--- config.mk ---
export PLATFORM = sky130hd
export DESIGN_NAME = timer8_core
export DESIGN_NICKNAME = d
export VERILOG_FILES = /design/src/rtl/timer8_pkg.sv /design/src/rtl/timer8_core.sv
export SDC_FILE = /design/constraint.sdc
export NUM_CORES = 1
export LEC_CHECK = 0
export ABC_AREA = 1
export BUFFER_PORTS_ARGS = -buffer_cell sky130_fd_sc_hd__buf_2
export CAP_MARGIN = 40
export CORE_MARGIN = 3
export CORE_UTILIZATION = 25
export DETAILED_ROUTE_END_ITERATION = 8
export PLACE_DENSITY = 0.51
export RECOVER_POWER = 25
export SKIP_CTS_REPAIR_TIMING = 1
export SLEW_MARGIN = 10
export SYNTH_ARGS = -nofsm -noshare
export SYNTH_HDL_FRONTEND = slang
export SYNTH_SLANG_ARGS = --single-unit
export TNS_END_PERCENT = 50
--- constraint.sdc ---
create_clock -name clk -period 8.15 [get_ports clk]
set_input_delay 1.2225 -clock clk [delete_from_list [all_inputs] [get_ports clk]]
set_output_delay 1.2225 -clock clk [all_outputs]
set_load 0.03 [all_outputs]
--- src/rtl/timer8_pkg.sv ---
package timer8_pkg;

  // Counter width and extremes
  localparam int         CNT_W      = 8;
  localparam logic [7:0] BOTTOM_VAL = 8'h00;
  localparam logic [7:0] MAX_VAL    = 8'hff;

  // Values after reset
  localparam logic [7:0] COUNT_RST  = 8'h00;
  localparam logic [7:0] CMP_RST    = 8'h00;
  localparam logic [2:0] FLAG_RST   = 3'h0;
  localparam logic [2:0] MASK_RST   = 3'h0;

  // Flag and mask bit positions
  localparam int FLAG_OVF = 0;
  localparam int FLAG_CMA = 1;
  localparam int FLAG_CMB = 2;

  // Tick source select codes
  localparam logic [2:0] TICK_STOP = 3'h0;
  localparam logic [2:0] TICK_DIV1 = 3'h1;

  // Waveform mode codes
  localparam logic [2:0] WGM_NORMAL   = 3'h0;
  localparam logic [2:0] WGM_PC_MAX   = 3'h1;
  localparam logic [2:0] WGM_CTC      = 3'h2;
  localparam logic [2:0] WGM_FAST_MAX = 3'h3;
  localparam logic [2:0] WGM_PC_OCA   = 3'h5;
  localparam logic [2:0] WGM_FAST_OCA = 3'h7;

  // Compare output mode codes
  localparam logic [1:0] COM_OFF    = 2'h0;
  localparam logic [1:0] COM_TOGGLE = 2'h1;
  localparam logic [1:0] COM_CLEAR  = 2'h2;
  localparam logic [1:0] COM_SET    = 2'h3;

  // Processor write strobes with data
  typedef struct packed {
    logic       count_we;
    logic       cmp_a_we;
    logic       cmp_b_we;
    logic [7:0] wdata;
  } cpu_write_t;

  // Flag clear requests: software write-one or interrupt service
  typedef struct packed {
    logic [2:0] clear;
  } flag_clear_t;

endpackage : timer8_pkg

--- src/rtl/timer8_core.sv ---
`timescale 1ns/1ps
module timer8_core
  import timer8_pkg::*;
(
  // Clock and reset
  input  wire logic        clk,
  input  wire logic        rst,
  // Power gating and clocking control
  input  wire logic        timer_power_reduction_bit,
  input  wire logic        async_clock_select,
  input  wire logic [2:0]  tick_source_select,
  input  wire logic        prescale_tick,
  input  wire logic        crystal_osc_in,
  // Mode control
  input  wire logic [2:0]  waveform_mode_field,
  input  wire logic [1:0]  compare_output_mode_a,
  input  wire logic [1:0]  compare_output_mode_b,
  input  wire logic        force_compare_strobe_a,
  input  wire logic        force_compare_strobe_b,
  // Register writes and flag handling
  input  wire cpu_write_t  cpu_wr,
  input  wire flag_clear_t flag_clr,
  input  wire logic [2:0]  timer_mask_register,
  // Register read-back
  output logic [7:0]       counter_value,
  output logic [7:0]       compare_value_a,
  output logic [7:0]       compare_value_b,
  output logic [2:0]       timer_flag_register,
  // Waveform and interrupt outputs
  output logic             compare_output_a,
  output logic             compare_output_b,
  output logic [2:0]       irq_reg,
  output logic             bottom_reg,
  output logic             crystal_osc_out
);

  ////////////////////////////////////////////////////////////////////////////
  // Decode helpers

  // Fast and phase-correct modes both buffer the compare values
  function automatic logic is_pwm(input logic [2:0] m);
    is_pwm = (m == WGM_PC_MAX) || (m == WGM_FAST_MAX) ||
             (m == WGM_PC_OCA) || (m == WGM_FAST_OCA);
  endfunction : is_pwm

  function automatic logic is_fast(input logic [2:0] m);
    is_fast = (m == WGM_FAST_MAX) || (m == WGM_FAST_OCA);
  endfunction : is_fast

  // Output action at a match: toggle/clear/set, mode zero holds
  function automatic logic wave_next(input logic [1:0] com,
                                     input logic       cur,
                                     input logic       pwm,
                                     input logic       up);
    if (com == COM_OFF)
    begin
      wave_next = cur;
    end
    else if (!pwm)
    begin
      wave_next = (com == COM_TOGGLE) ? ~cur : (com == COM_SET);
    end
    else
    begin
      // Non-inverting clears on match when counting up
      wave_next = (com == COM_CLEAR) ? ~up : up;
    end
  endfunction : wave_next

  ////////////////////////////////////////////////////////////////////////////
  // Crystal input synchroniser and tick generation

  logic       xtal_meta_reg;
  logic       xtal_sync_reg;
  logic       xtal_prev_reg;
  logic       tick;
  logic       enabled;

  // Two flops before anything looks at the pin
  always_ff @(posedge clk or posedge rst)
  begin
    if (rst)
    begin
      xtal_meta_reg <= 1'b0;
      xtal_sync_reg <= 1'b0;
      xtal_prev_reg <= 1'b0;
    end
    else
    begin
      xtal_meta_reg <= crystal_osc_in;
      xtal_sync_reg <= xtal_meta_reg;
      xtal_prev_reg <= xtal_sync_reg;
    end
  end

  // Power-reduction bit high stops the ticks and the oscillator drive; writes, clears and forcing still act
  assign enabled = !timer_power_reduction_bit;

  // Crystal rising edge replaces the io clock when selected
  always_comb
  begin
    if (!enabled || tick_source_select == TICK_STOP)
    begin
      tick = 1'b0;
    end
    else if (async_clock_select)
    begin
      tick = xtal_sync_reg && !xtal_prev_reg;
    end
    else if (tick_source_select == TICK_DIV1)
    begin
      tick = 1'b1;
    end
    else
    begin
      tick = prescale_tick;
    end
  end

  // Oscillator drive is an inverted echo of the input, driven low when gated or not selected
  always_ff @(posedge clk or posedge rst)
  begin
    if (rst)
    begin
      crystal_osc_out <= 1'b0;
    end
    else
    begin
      crystal_osc_out <= enabled && async_clock_select && !xtal_sync_reg;
    end
  end

  ////////////////////////////////////////////////////////////////////////////
  // Counter unit

  logic [7:0] count_reg;
  logic [7:0] count_next;
  logic       down_reg;
  logic       down_next;
  logic [7:0] cmp_a_reg;
  logic [7:0] cmp_b_reg;
  logic [7:0] buf_a_reg;
  logic [7:0] buf_b_reg;
  logic [7:0] top_val;
  logic       at_top;
  logic       at_max;
  logic       at_bottom;
  logic       pwm;
  logic       fast;

  assign pwm       = is_pwm(waveform_mode_field);
  assign fast      = is_fast(waveform_mode_field);
  // Top is compare A in the upper modes, else the fixed maximum
  assign top_val   = waveform_mode_field[2] ? cmp_a_reg : MAX_VAL;
  assign at_top    = (count_reg == top_val);
  assign at_max    = (count_reg == MAX_VAL);
  assign at_bottom = (count_reg == BOTTOM_VAL);

  // Sequence per mode; wrap at max in normal mode
  always_comb
  begin
    count_next = count_reg;
    down_next  = down_reg;
    if (waveform_mode_field == WGM_CTC)
    begin
      count_next = (count_reg == cmp_a_reg) ? BOTTOM_VAL : count_reg + 8'h01;
      down_next  = 1'b0;
    end
    else if (fast)
    begin
      count_next = at_top ? BOTTOM_VAL : count_reg + 8'h01;
      down_next  = 1'b0;
    end
    else if (pwm)
    begin
      // Dual slope: turn at top and at bottom
      if (down_reg)
      begin
        count_next = at_bottom ? count_reg + 8'h01 : count_reg - 8'h01;
        down_next  = !at_bottom;
      end
      else
      begin
        count_next = at_top ? count_reg - 8'h01 : count_reg + 8'h01;
        down_next  = at_top;
      end
    end
    else
    begin
      count_next = count_reg + 8'h01;
      down_next  = 1'b0;
    end
  end

  // Processor write has priority over any tick operation
  always_ff @(posedge clk or posedge rst)
  begin
    if (rst)
    begin
      count_reg <= COUNT_RST;
      down_reg  <= 1'b0;
    end
    else if (cpu_wr.count_we)
    begin
      count_reg <= cpu_wr.wdata;
    end
    else if (tick)
    begin
      count_reg <= count_next;
      down_reg  <= down_next;
    end
  end

  ////////////////////////////////////////////////////////////////////////////
  // Compare registers with optional double buffer

  logic update_pt;

  // Fast PWM loads at top; dual slope loads at top while counting up
  assign update_pt = tick && (fast ? at_top : (at_top && !down_reg));

  always_ff @(posedge clk or posedge rst)
  begin
    if (rst)
    begin
      cmp_a_reg <= CMP_RST;
      cmp_b_reg <= CMP_RST;
      buf_a_reg <= CMP_RST;
      buf_b_reg <= CMP_RST;
    end
    else
    begin
      if (cpu_wr.cmp_a_we)
      begin
        buf_a_reg <= cpu_wr.wdata;
      end
      if (cpu_wr.cmp_b_we)
      begin
        buf_b_reg <= cpu_wr.wdata;
      end
      // Buffer bypassed outside PWM so writes land at once
      if (!pwm && cpu_wr.cmp_a_we)
      begin
        cmp_a_reg <= cpu_wr.wdata;
      end
      else if (pwm && update_pt)
      begin
        cmp_a_reg <= buf_a_reg;
      end
      if (!pwm && cpu_wr.cmp_b_we)
      begin
        cmp_b_reg <= cpu_wr.wdata;
      end
      else if (pwm && update_pt)
      begin
        cmp_b_reg <= buf_b_reg;
      end
    end
  end

  ////////////////////////////////////////////////////////////////////////////
  // Match detection, blocking and flags

  logic       block_reg;
  logic [1:0] match;
  logic [1:0] match_pend_reg;
  logic [2:0] flag_reg;
  logic [2:0] flag_set;
  logic       ovf_evt;

  // Counter write arms a block that the next tick consumes
  always_ff @(posedge clk or posedge rst)
  begin
    if (rst)
    begin
      block_reg <= 1'b0;
    end
    else if (cpu_wr.count_we)
    begin
      block_reg <= 1'b1;
    end
    else if (tick)
    begin
      block_reg <= 1'b0;
    end
  end

  assign match[0] = (count_reg == cmp_a_reg) && !block_reg && !cpu_wr.count_we;
  assign match[1] = (count_reg == cmp_b_reg) && !block_reg && !cpu_wr.count_we;

  // Match seen on this tick is flagged on the following tick
  always_ff @(posedge clk or posedge rst)
  begin
    if (rst)
    begin
      match_pend_reg <= 2'h0;
    end
    else if (tick)
    begin
      match_pend_reg <= match;
    end
  end

  // Overflow at max wrap, at top in fast PWM, at bottom in dual slope
  assign ovf_evt = tick && !cpu_wr.count_we &&
                   (fast ? at_top : (pwm ? (at_bottom && down_reg) : at_max));

  assign flag_set[FLAG_OVF] = ovf_evt;
  assign flag_set[FLAG_CMA] = tick && match_pend_reg[0];
  assign flag_set[FLAG_CMB] = tick && match_pend_reg[1];

  // Set wins over a clear arriving in the same cycle
  always_ff @(posedge clk or posedge rst)
  begin
    if (rst)
    begin
      flag_reg <= FLAG_RST;
    end
    else
    begin
      flag_reg <= (flag_reg & ~flag_clr.clear) | flag_set;
    end
  end

  ////////////////////////////////////////////////////////////////////////////
  // Waveform generator

  logic oc_a_reg;
  logic oc_b_reg;

  // Output state is untouched by mode writes; output mode used live
  always_ff @(posedge clk or posedge rst)
  begin
    if (rst)
    begin
      oc_a_reg <= 1'b0;
    end
    else if (!pwm && force_compare_strobe_a)
    begin
      oc_a_reg <= wave_next(compare_output_mode_a, oc_a_reg, 1'b0, 1'b1);
    end
    else if (tick && match[0])
    begin
      oc_a_reg <= wave_next(compare_output_mode_a, oc_a_reg, pwm, !down_reg);
    end
    else if (tick && fast && at_bottom && compare_output_mode_a[1])
    begin
      oc_a_reg <= !compare_output_mode_a[0];
    end
  end

  always_ff @(posedge clk or posedge rst)
  begin
    if (rst)
    begin
      oc_b_reg <= 1'b0;
    end
    else if (!pwm && force_compare_strobe_b)
    begin
      oc_b_reg <= wave_next(compare_output_mode_b, oc_b_reg, 1'b0, 1'b1);
    end
    else if (tick && match[1])
    begin
      oc_b_reg <= wave_next(compare_output_mode_b, oc_b_reg, pwm, !down_reg);
    end
    else if (tick && fast && at_bottom && compare_output_mode_b[1])
    begin
      oc_b_reg <= !compare_output_mode_b[0];
    end
  end

  ////////////////////////////////////////////////////////////////////////////
  // Registered outputs

  // Mirrors are one cycle behind the state; irq gated by mask
  always_ff @(posedge clk or posedge rst)
  begin
    if (rst)
    begin
      counter_value       <= COUNT_RST;
      compare_value_a     <= CMP_RST;
      compare_value_b     <= CMP_RST;
      timer_flag_register <= FLAG_RST;
      compare_output_a    <= 1'b0;
      compare_output_b    <= 1'b0;
      irq_reg             <= 3'h0;
      bottom_reg          <= 1'b0;
    end
    else
    begin
      counter_value       <= count_reg;
      compare_value_a     <= pwm ? buf_a_reg : cmp_a_reg;
      compare_value_b     <= pwm ? buf_b_reg : cmp_b_reg;
      timer_flag_register <= flag_reg;
      compare_output_a    <= oc_a_reg;
      compare_output_b    <= oc_b_reg;
      irq_reg             <= flag_reg & timer_mask_register;
      bottom_reg          <= at_bottom;
    end
  end

endmodule : timer8_core

# Yosys cells after proc, flatten, opt, wreduce, memory -nomap -nowiden
# Index checks and enable logic that the tools add are counted.
[op_classes]
eq_ne = 20
addsub = 2
mux = 45
reduce_logical = 52
bitwise_logic = 7
[ops]
columns = ["operator", "n"]
rows = [
  ["2-to-1 mux 8 bit", 17],
  ["2-to-1 mux 1 bit", 28],
  ["logical AND 1 bit", 25],
  ["== test 8 bit", 3],
  ["zero test 1 bit", 10],
  ["adder 8 x 1 -> 8 bit, second input constant", 1],
  ["== test 2 bit, second input constant", 4],
  ["== test 8 bit, second input constant", 1],
  ["zero test 8 bit", 1],
  ["inequality test 2 bit, second input constant", 4],
  ["subtractor 8 x 1 -> 8 bit, second input constant", 1],
  ["bitwise AND 3 bit", 2],
  ["== test 3 x 1 -> 1 bit, second input constant", 2],
  ["== test 3 x 2 -> 1 bit, second input constant", 2],
  ["== test 3 bit, second input constant", 2],
  ["AND reduction 3 bit", 2],
  ["nonzero test 2 bit", 3],
  ["nonzero test 3 bit", 2],
  ["logical OR 1 bit", 5],
  ["== test 2 x 1 -> 1 bit, second input constant", 2],
  ["zero test 2 bit", 2],
  ["zero test 3 bit", 1],
  ["NOT 1 bit", 3],
  ["NOT 3 bit", 1],
  ["2 further kinds", 2],
]
[word_totals]
ff_bits = 86
elab_cells = 149
output_inout_bits = 34

# Longest topological paths before layout
[logic_depth]
word_depth = 10
ltp_mapped = 17
ltp_nobuf = 16

# Least setup slack after synthesis
# No wires, ideal clock.
[synth_path]
path_kind = "in2reg"
startpoint = "input tick_source_select[2]"
endpoint = "register cmp_b_reg[7]"
stages = 9
setup_slack_ns = 5.775
required_time_ns = 8.020
n_path_buf = 1
arrival_ns = 2.245
cell_sequence = "nor2_1 > nand2_1 > o21ai_0 > nand3_1 > inv_1 > nand4_1 > o21ai_2 > buf_4 > o21ai_0"
[synth_between]
elab_chain_len = 7
elab_cells_between_ends = 9
[synth_lines]
columns = ["item", "line", "text"]
rows = [
  ["start, declared", "timer8_core.sv:11", "input wire logic [2:0] tick_source_select,"],
  ["== test 3 x 1 -> 1 bit", "timer8_core.sv:110", "else if (tick_source_select == TICK_DIV1)"],
  ["2-to-1 mux 1 bit", "timer8_core.sv:110", ""],
  ["2-to-1 mux 1 bit", "timer8_core.sv:106", "else if (async_clock_select)"],
  ["2-to-1 mux 1 bit (*)", "timer8_core.sv:102", "if (!enabled || tick_source_select == TICK_STOP)"],
  ["logical AND 1 bit (*)", "timer8_core.sv:220", "assign update_pt = tick && (fast ? at_top : (at_top && !down_reg));"],
  ["logical AND 1 bit (*)", "timer8_core.sv:254", "else if (pwm && update_pt)"],
  ["nonzero test 2 bit (no source line) (*)", "--", ""],
  ["end signal, assigned", "timer8_core.sv:252", "cmp_b_reg <= cpu_wr.wdata;"],
  ["end signal, assigned", "timer8_core.sv:256", "cmp_b_reg <= buf_b_reg;"],
  ["end, declared", "timer8_core.sv:141", "logic [7:0] cmp_b_reg;"],
]
# Every way passes the cells marked *; elsewhere a longest branch is shown, timed or not.
# A chain may end at the register's enable or synchronous reset.

# Worst setup path in the final report
[layout_path]
startpoint = "input waveform_mode_field[0]"
endpoint = "register cmp_a_reg[7]"
[layout_between]
elab_chain_len = 7
elab_cells_between_ends = 15
[layout_lines]
columns = ["item", "line", "text"]
rows = [
  ["start, declared", "timer8_core.sv:15", "input wire logic [2:0] waveform_mode_field,"],
  ["== test 3 x 1 -> 1 bit / == test 3 x 2 -> 1 bit (equally long branches)", "timer8_core.sv:42, timer8_core.sv:47", ""],
  ["logical OR 1 bit (2 in a row)", "timer8_core.sv:42", "is_pwm = (m == WGM_PC_MAX) || (m == WGM_FAST_MAX) ||"],
  ["logical OR 1 bit", "timer8_core.sv:43", "(m == WGM_PC_OCA) || (m == WGM_FAST_OCA);"],
  ["zero test 1 bit", "--", ""],
  ["logical AND 1 bit", "timer8_core.sv:242", "if (!pwm && cpu_wr.cmp_a_we)"],
  ["2-to-1 mux 8 bit / nonzero test 2 bit (equally long branches)", "--", ""],
  ["end signal, assigned", "timer8_core.sv:244", "cmp_a_reg <= cpu_wr.wdata;"],
  ["end signal, assigned", "timer8_core.sv:248", "cmp_a_reg <= buf_a_reg;"],
  ["end, declared", "timer8_core.sv:140", "logic [7:0] cmp_a_reg;"],
]
# Several ways; a longest one is shown, not always the timed one.

==> impl_metrics.csv <==
group,metric,value,unit
pwr,power_frac_seq,41.9,%
sta,fmax,303.6,MHz
critical_path,max_stage_delay,0.66,ns
pwr,clkPwrFrac,39.3,%
sta,maxSlewViolCount,0,
critical_path,crit_arrival,3.56,ns
placed_design,port_buffers,68,
drt,ant_nets,0,
critical_path,crit_chain,"buf_2, clkinv_1, o21ai_0, nand4_1, o21ai_2, o211ai_1, o21ai_0",
pwr,p_leak,2.589,nW
layout,seq_area,2152,µm²
drt,avgRoutedWirePerCell,14.26,µm
global_route,grt_remaining_overflow,0,
clock_network,clockRootBuffer,"clkbuf_16",
layout,stdcell_count,829,
critical_path,critical-path-slowest-cell,"buf_2",
drt,wl,11820,µm
pwr,finalPower,1.207,mW
clock_network,cts_made_buffers,9,
yosys,synthFlopType,"dfrtp_1",
critical_path,worst_setup_path_end_kind,"flip-flop",
worst_hold_path,hold_path_depth,0,
sta,setup_tns,0,ns
pwr,power.switching,368.1,µW
yosys,synth_area,4277,µm²
floorplanning,rows,47,
critical_path,criticalPathCategory,"in2reg",
sta,relSlewSlack,26.07,%
clock_network,clk_latency,0.34,ns
sta,finalHoldViolCount,0,
job,cap_violations,0,
critical_path,crit_top_cell,"o21ai_0",
floorplanning,die_height,136.8,µm
pwr,p_int,839.2,µW
yosys,syn_nets,578,
sta,setup_viol,0,
drt,dr_total_vias,3715,
critical_path,worstRegToRegCells,9,
sta,tightest_slew,1.103,ns
critical_path,startpoint_type,"input port",
clock_network,cts_buffer_depth,2,
critical_path,path_max_fanout,56,
clock_network,cts_tree,"done",
layout,n_fill_cell,1795,
critical_path,required,8.41,ns
pwr,comb_power_share,18.8,%
floorplanning,core,16640,µm²
placed_design,place_inst,813,
layout,area_growth,20.30,%
floorplanning,start_util,25.70,%
sta,skew,0.008571,ns
layout,final_nets,642,
global_route,grt_pass1_wl,19310,µm
global_route,grt_max_degree,64,
sta,finalCriticalPeriod,3.294,ns
yosys,async_flop_share,100.0,%
global_route,antenna_found_initial,0,
layout,drive_gt1_share,16.42,%
clock_network,htreeDepth,3,
yosys,syn_avg_cell_area,7.920,µm²
drt,drt_iter0_markers,319,
floorplanning,die-area,18710,µm²
global_route,grt_pass1_vias,3603,
placed_design,hpwl,8757,µm
layout,final_core_util,30.92,%
yosys,ys_ff_latch,86,
sta,rsz0062_at_grt,"false",
yosys,synth_edf_count,0,
worst_hold_path,min_path_type,"reg2reg",
floorplanning,ioPinCount,69,
global_route,track_usage,13.50,%
clock_network,cts.clk_slew.worst_paths,0.07,ns
drt,dr.pass1.iters,5,
clock_network,cts_sinks,86,
outcome,status,"finished, final reports clean",
yosys,synth.distinct_cells,37,
pwr,power.density,234.7,nW/µm²
yosys,ys_seq_area_share,50.32,%
pwr,switching_share,30.49,%
layout,multi_input_area,1728,µm²
pwr,ir_drop,0.00009496,V
placed_design,gp_congestion,0.8624,
layout,antenna_cells,0,
yosys,yosysWarnings,0,
drt,viasPerCell,4.481,
sta,period_share,40.42,%
floorplanning,die_x,136.8,µm
yosys,netlist_instances,540,
drt,drc,0,
[critical path: cells and delay by family]
family,cells,cell delay [ns]
buffers and inverters,2,1.14
and+or+nand+nor,1,0.25
AOI/OAI and AO/OA,4,0.93
[logic make-up after synthesis]
family	synth area share [%]
AOI/OAI and AO/OA	13.52
xor gates and xnor gates	2.048
adders and majority gates	0.8778
buffers and inverters	9.274
DFF	50.32
muxes	0.2341
and+or+nand+nor	23.73
[area by class of cell]
| type | instances | area share, % |
|---|---|---|
| multi-input combinational | 358 | 33.58 |
| clock buffer | 10 | 4.450 |
| tap | 220 | 5.350 |
| timing repair buffer | 70 | 6.834 |
| inverter | 79 | 5.812 |
| clock inverter | 6 | 2.140 |
| sequential | 86 | 41.83 |
[synthesized netlist by cell type (3+ instances only)]
library cell / instances / area share (%)
nor2_1: 40 / 3.5
xnor2_1: 3 / 0.61
nand2_1: 150 / 13
inv_1: 71 / 6.2
clkbuf_1: 7 / 0.61
a21oi_1: 3 / 0.35
o21ai_1: 4 / 0.47
ha_1: 3 / 0.88
o21ai_0: 65 / 7.6
buf_4: 7 / 1.2
inv_2: 6 / 0.53
dfrtp_1: 86 / 50
nor3_1: 6 / 0.70
o22ai_1: 20 / 2.9
nand4_1: 7 / 1.0
nand3_1: 29 / 3.4
a31oi_1: 3 / 0.44
xor2_1: 7 / 1.4
o211ai_1: 3 / 0.53
[cell usage in the layout (no fill, tap or decap), types with 2 or more instances in the layout]
cell type   instances
xor2_1              7
o21ai_1             4
clkinvlp_4          2
o21ai_0            65
nand2_2             2
o21ai_2             2
clkbuf_16           9
xnor2_1             3
nand3_1            29
clkinv_2            2
o211ai_1            3
bufinv_16           3
inv_2               6
dfrtp_1            86
nand4_1             7
buf_4               2
a31oi_1             3
clkbuf_1            4
a21oi_1             3
o22ai_1            20
buf_2              65
nor2_1             40
ha_1                3
inv_1              70
nor3_1              6
nand2_1           150
[routing by layer]
metal,track usage [%],wire length (µm)
met3,3.162,649
met5,0,0
met1,19.40,5779
met4,4.102,172
met2,20.18,5216
[path summary, 6_finish.rpt]
path | slack, ns | endpoint | start
setup / recovery | 4.86 | cmp_a_reg[7]$_DFFE_PP0P_ | waveform_mode_field[0]
hold / removal | 0.35 | xtal_sync_reg$_DFF_PP0_ | xtal_meta_reg$_DFF_PP0_
setup reg to reg | 5.93 | oc_a_reg$_DFFE_PP0P_ | count_reg[0]$_DFFE_PP0P_
hold reg to reg | 0.35 | xtal_sync_reg$_DFF_PP0_ | xtal_meta_reg$_DFF_PP0_
max in group asynchronous | 5.77 | compare_value_a[4]$_DFF_PP0_ | rst
min in group asynchronous | 1.08 | compare_output_a$_DFF_PP0_ | rst
[power groups by stage]
stage	clock, mW	combinational [mW]	sequential (mW)
6_report	0.474	0.228	0.506
5_1_grt	0.510	0.258	0.512
4_1_cts	0.489	0.230	0.506
3_5_place_dp	0	0.229	0.513
3_3_place_gp	0	0.229	0.513
2_1_floorplan	0	0.136	0.533
[per-stage QoR]
stage          setup slack, ns  hold WS, ns  cell area [µm²]
2_1_floorplan            4.706       0.3312             4277
3_5_place_dp             4.531       0.3395             4810
6_report                 4.856       0.3484             5145
3_3_place_gp             4.568       0.3337             4802
5_1_grt                  4.551       0.3777             5145
4_1_cts                  4.896       0.3533             5149
No activity file was read; power rests on OpenSTA's default activity.
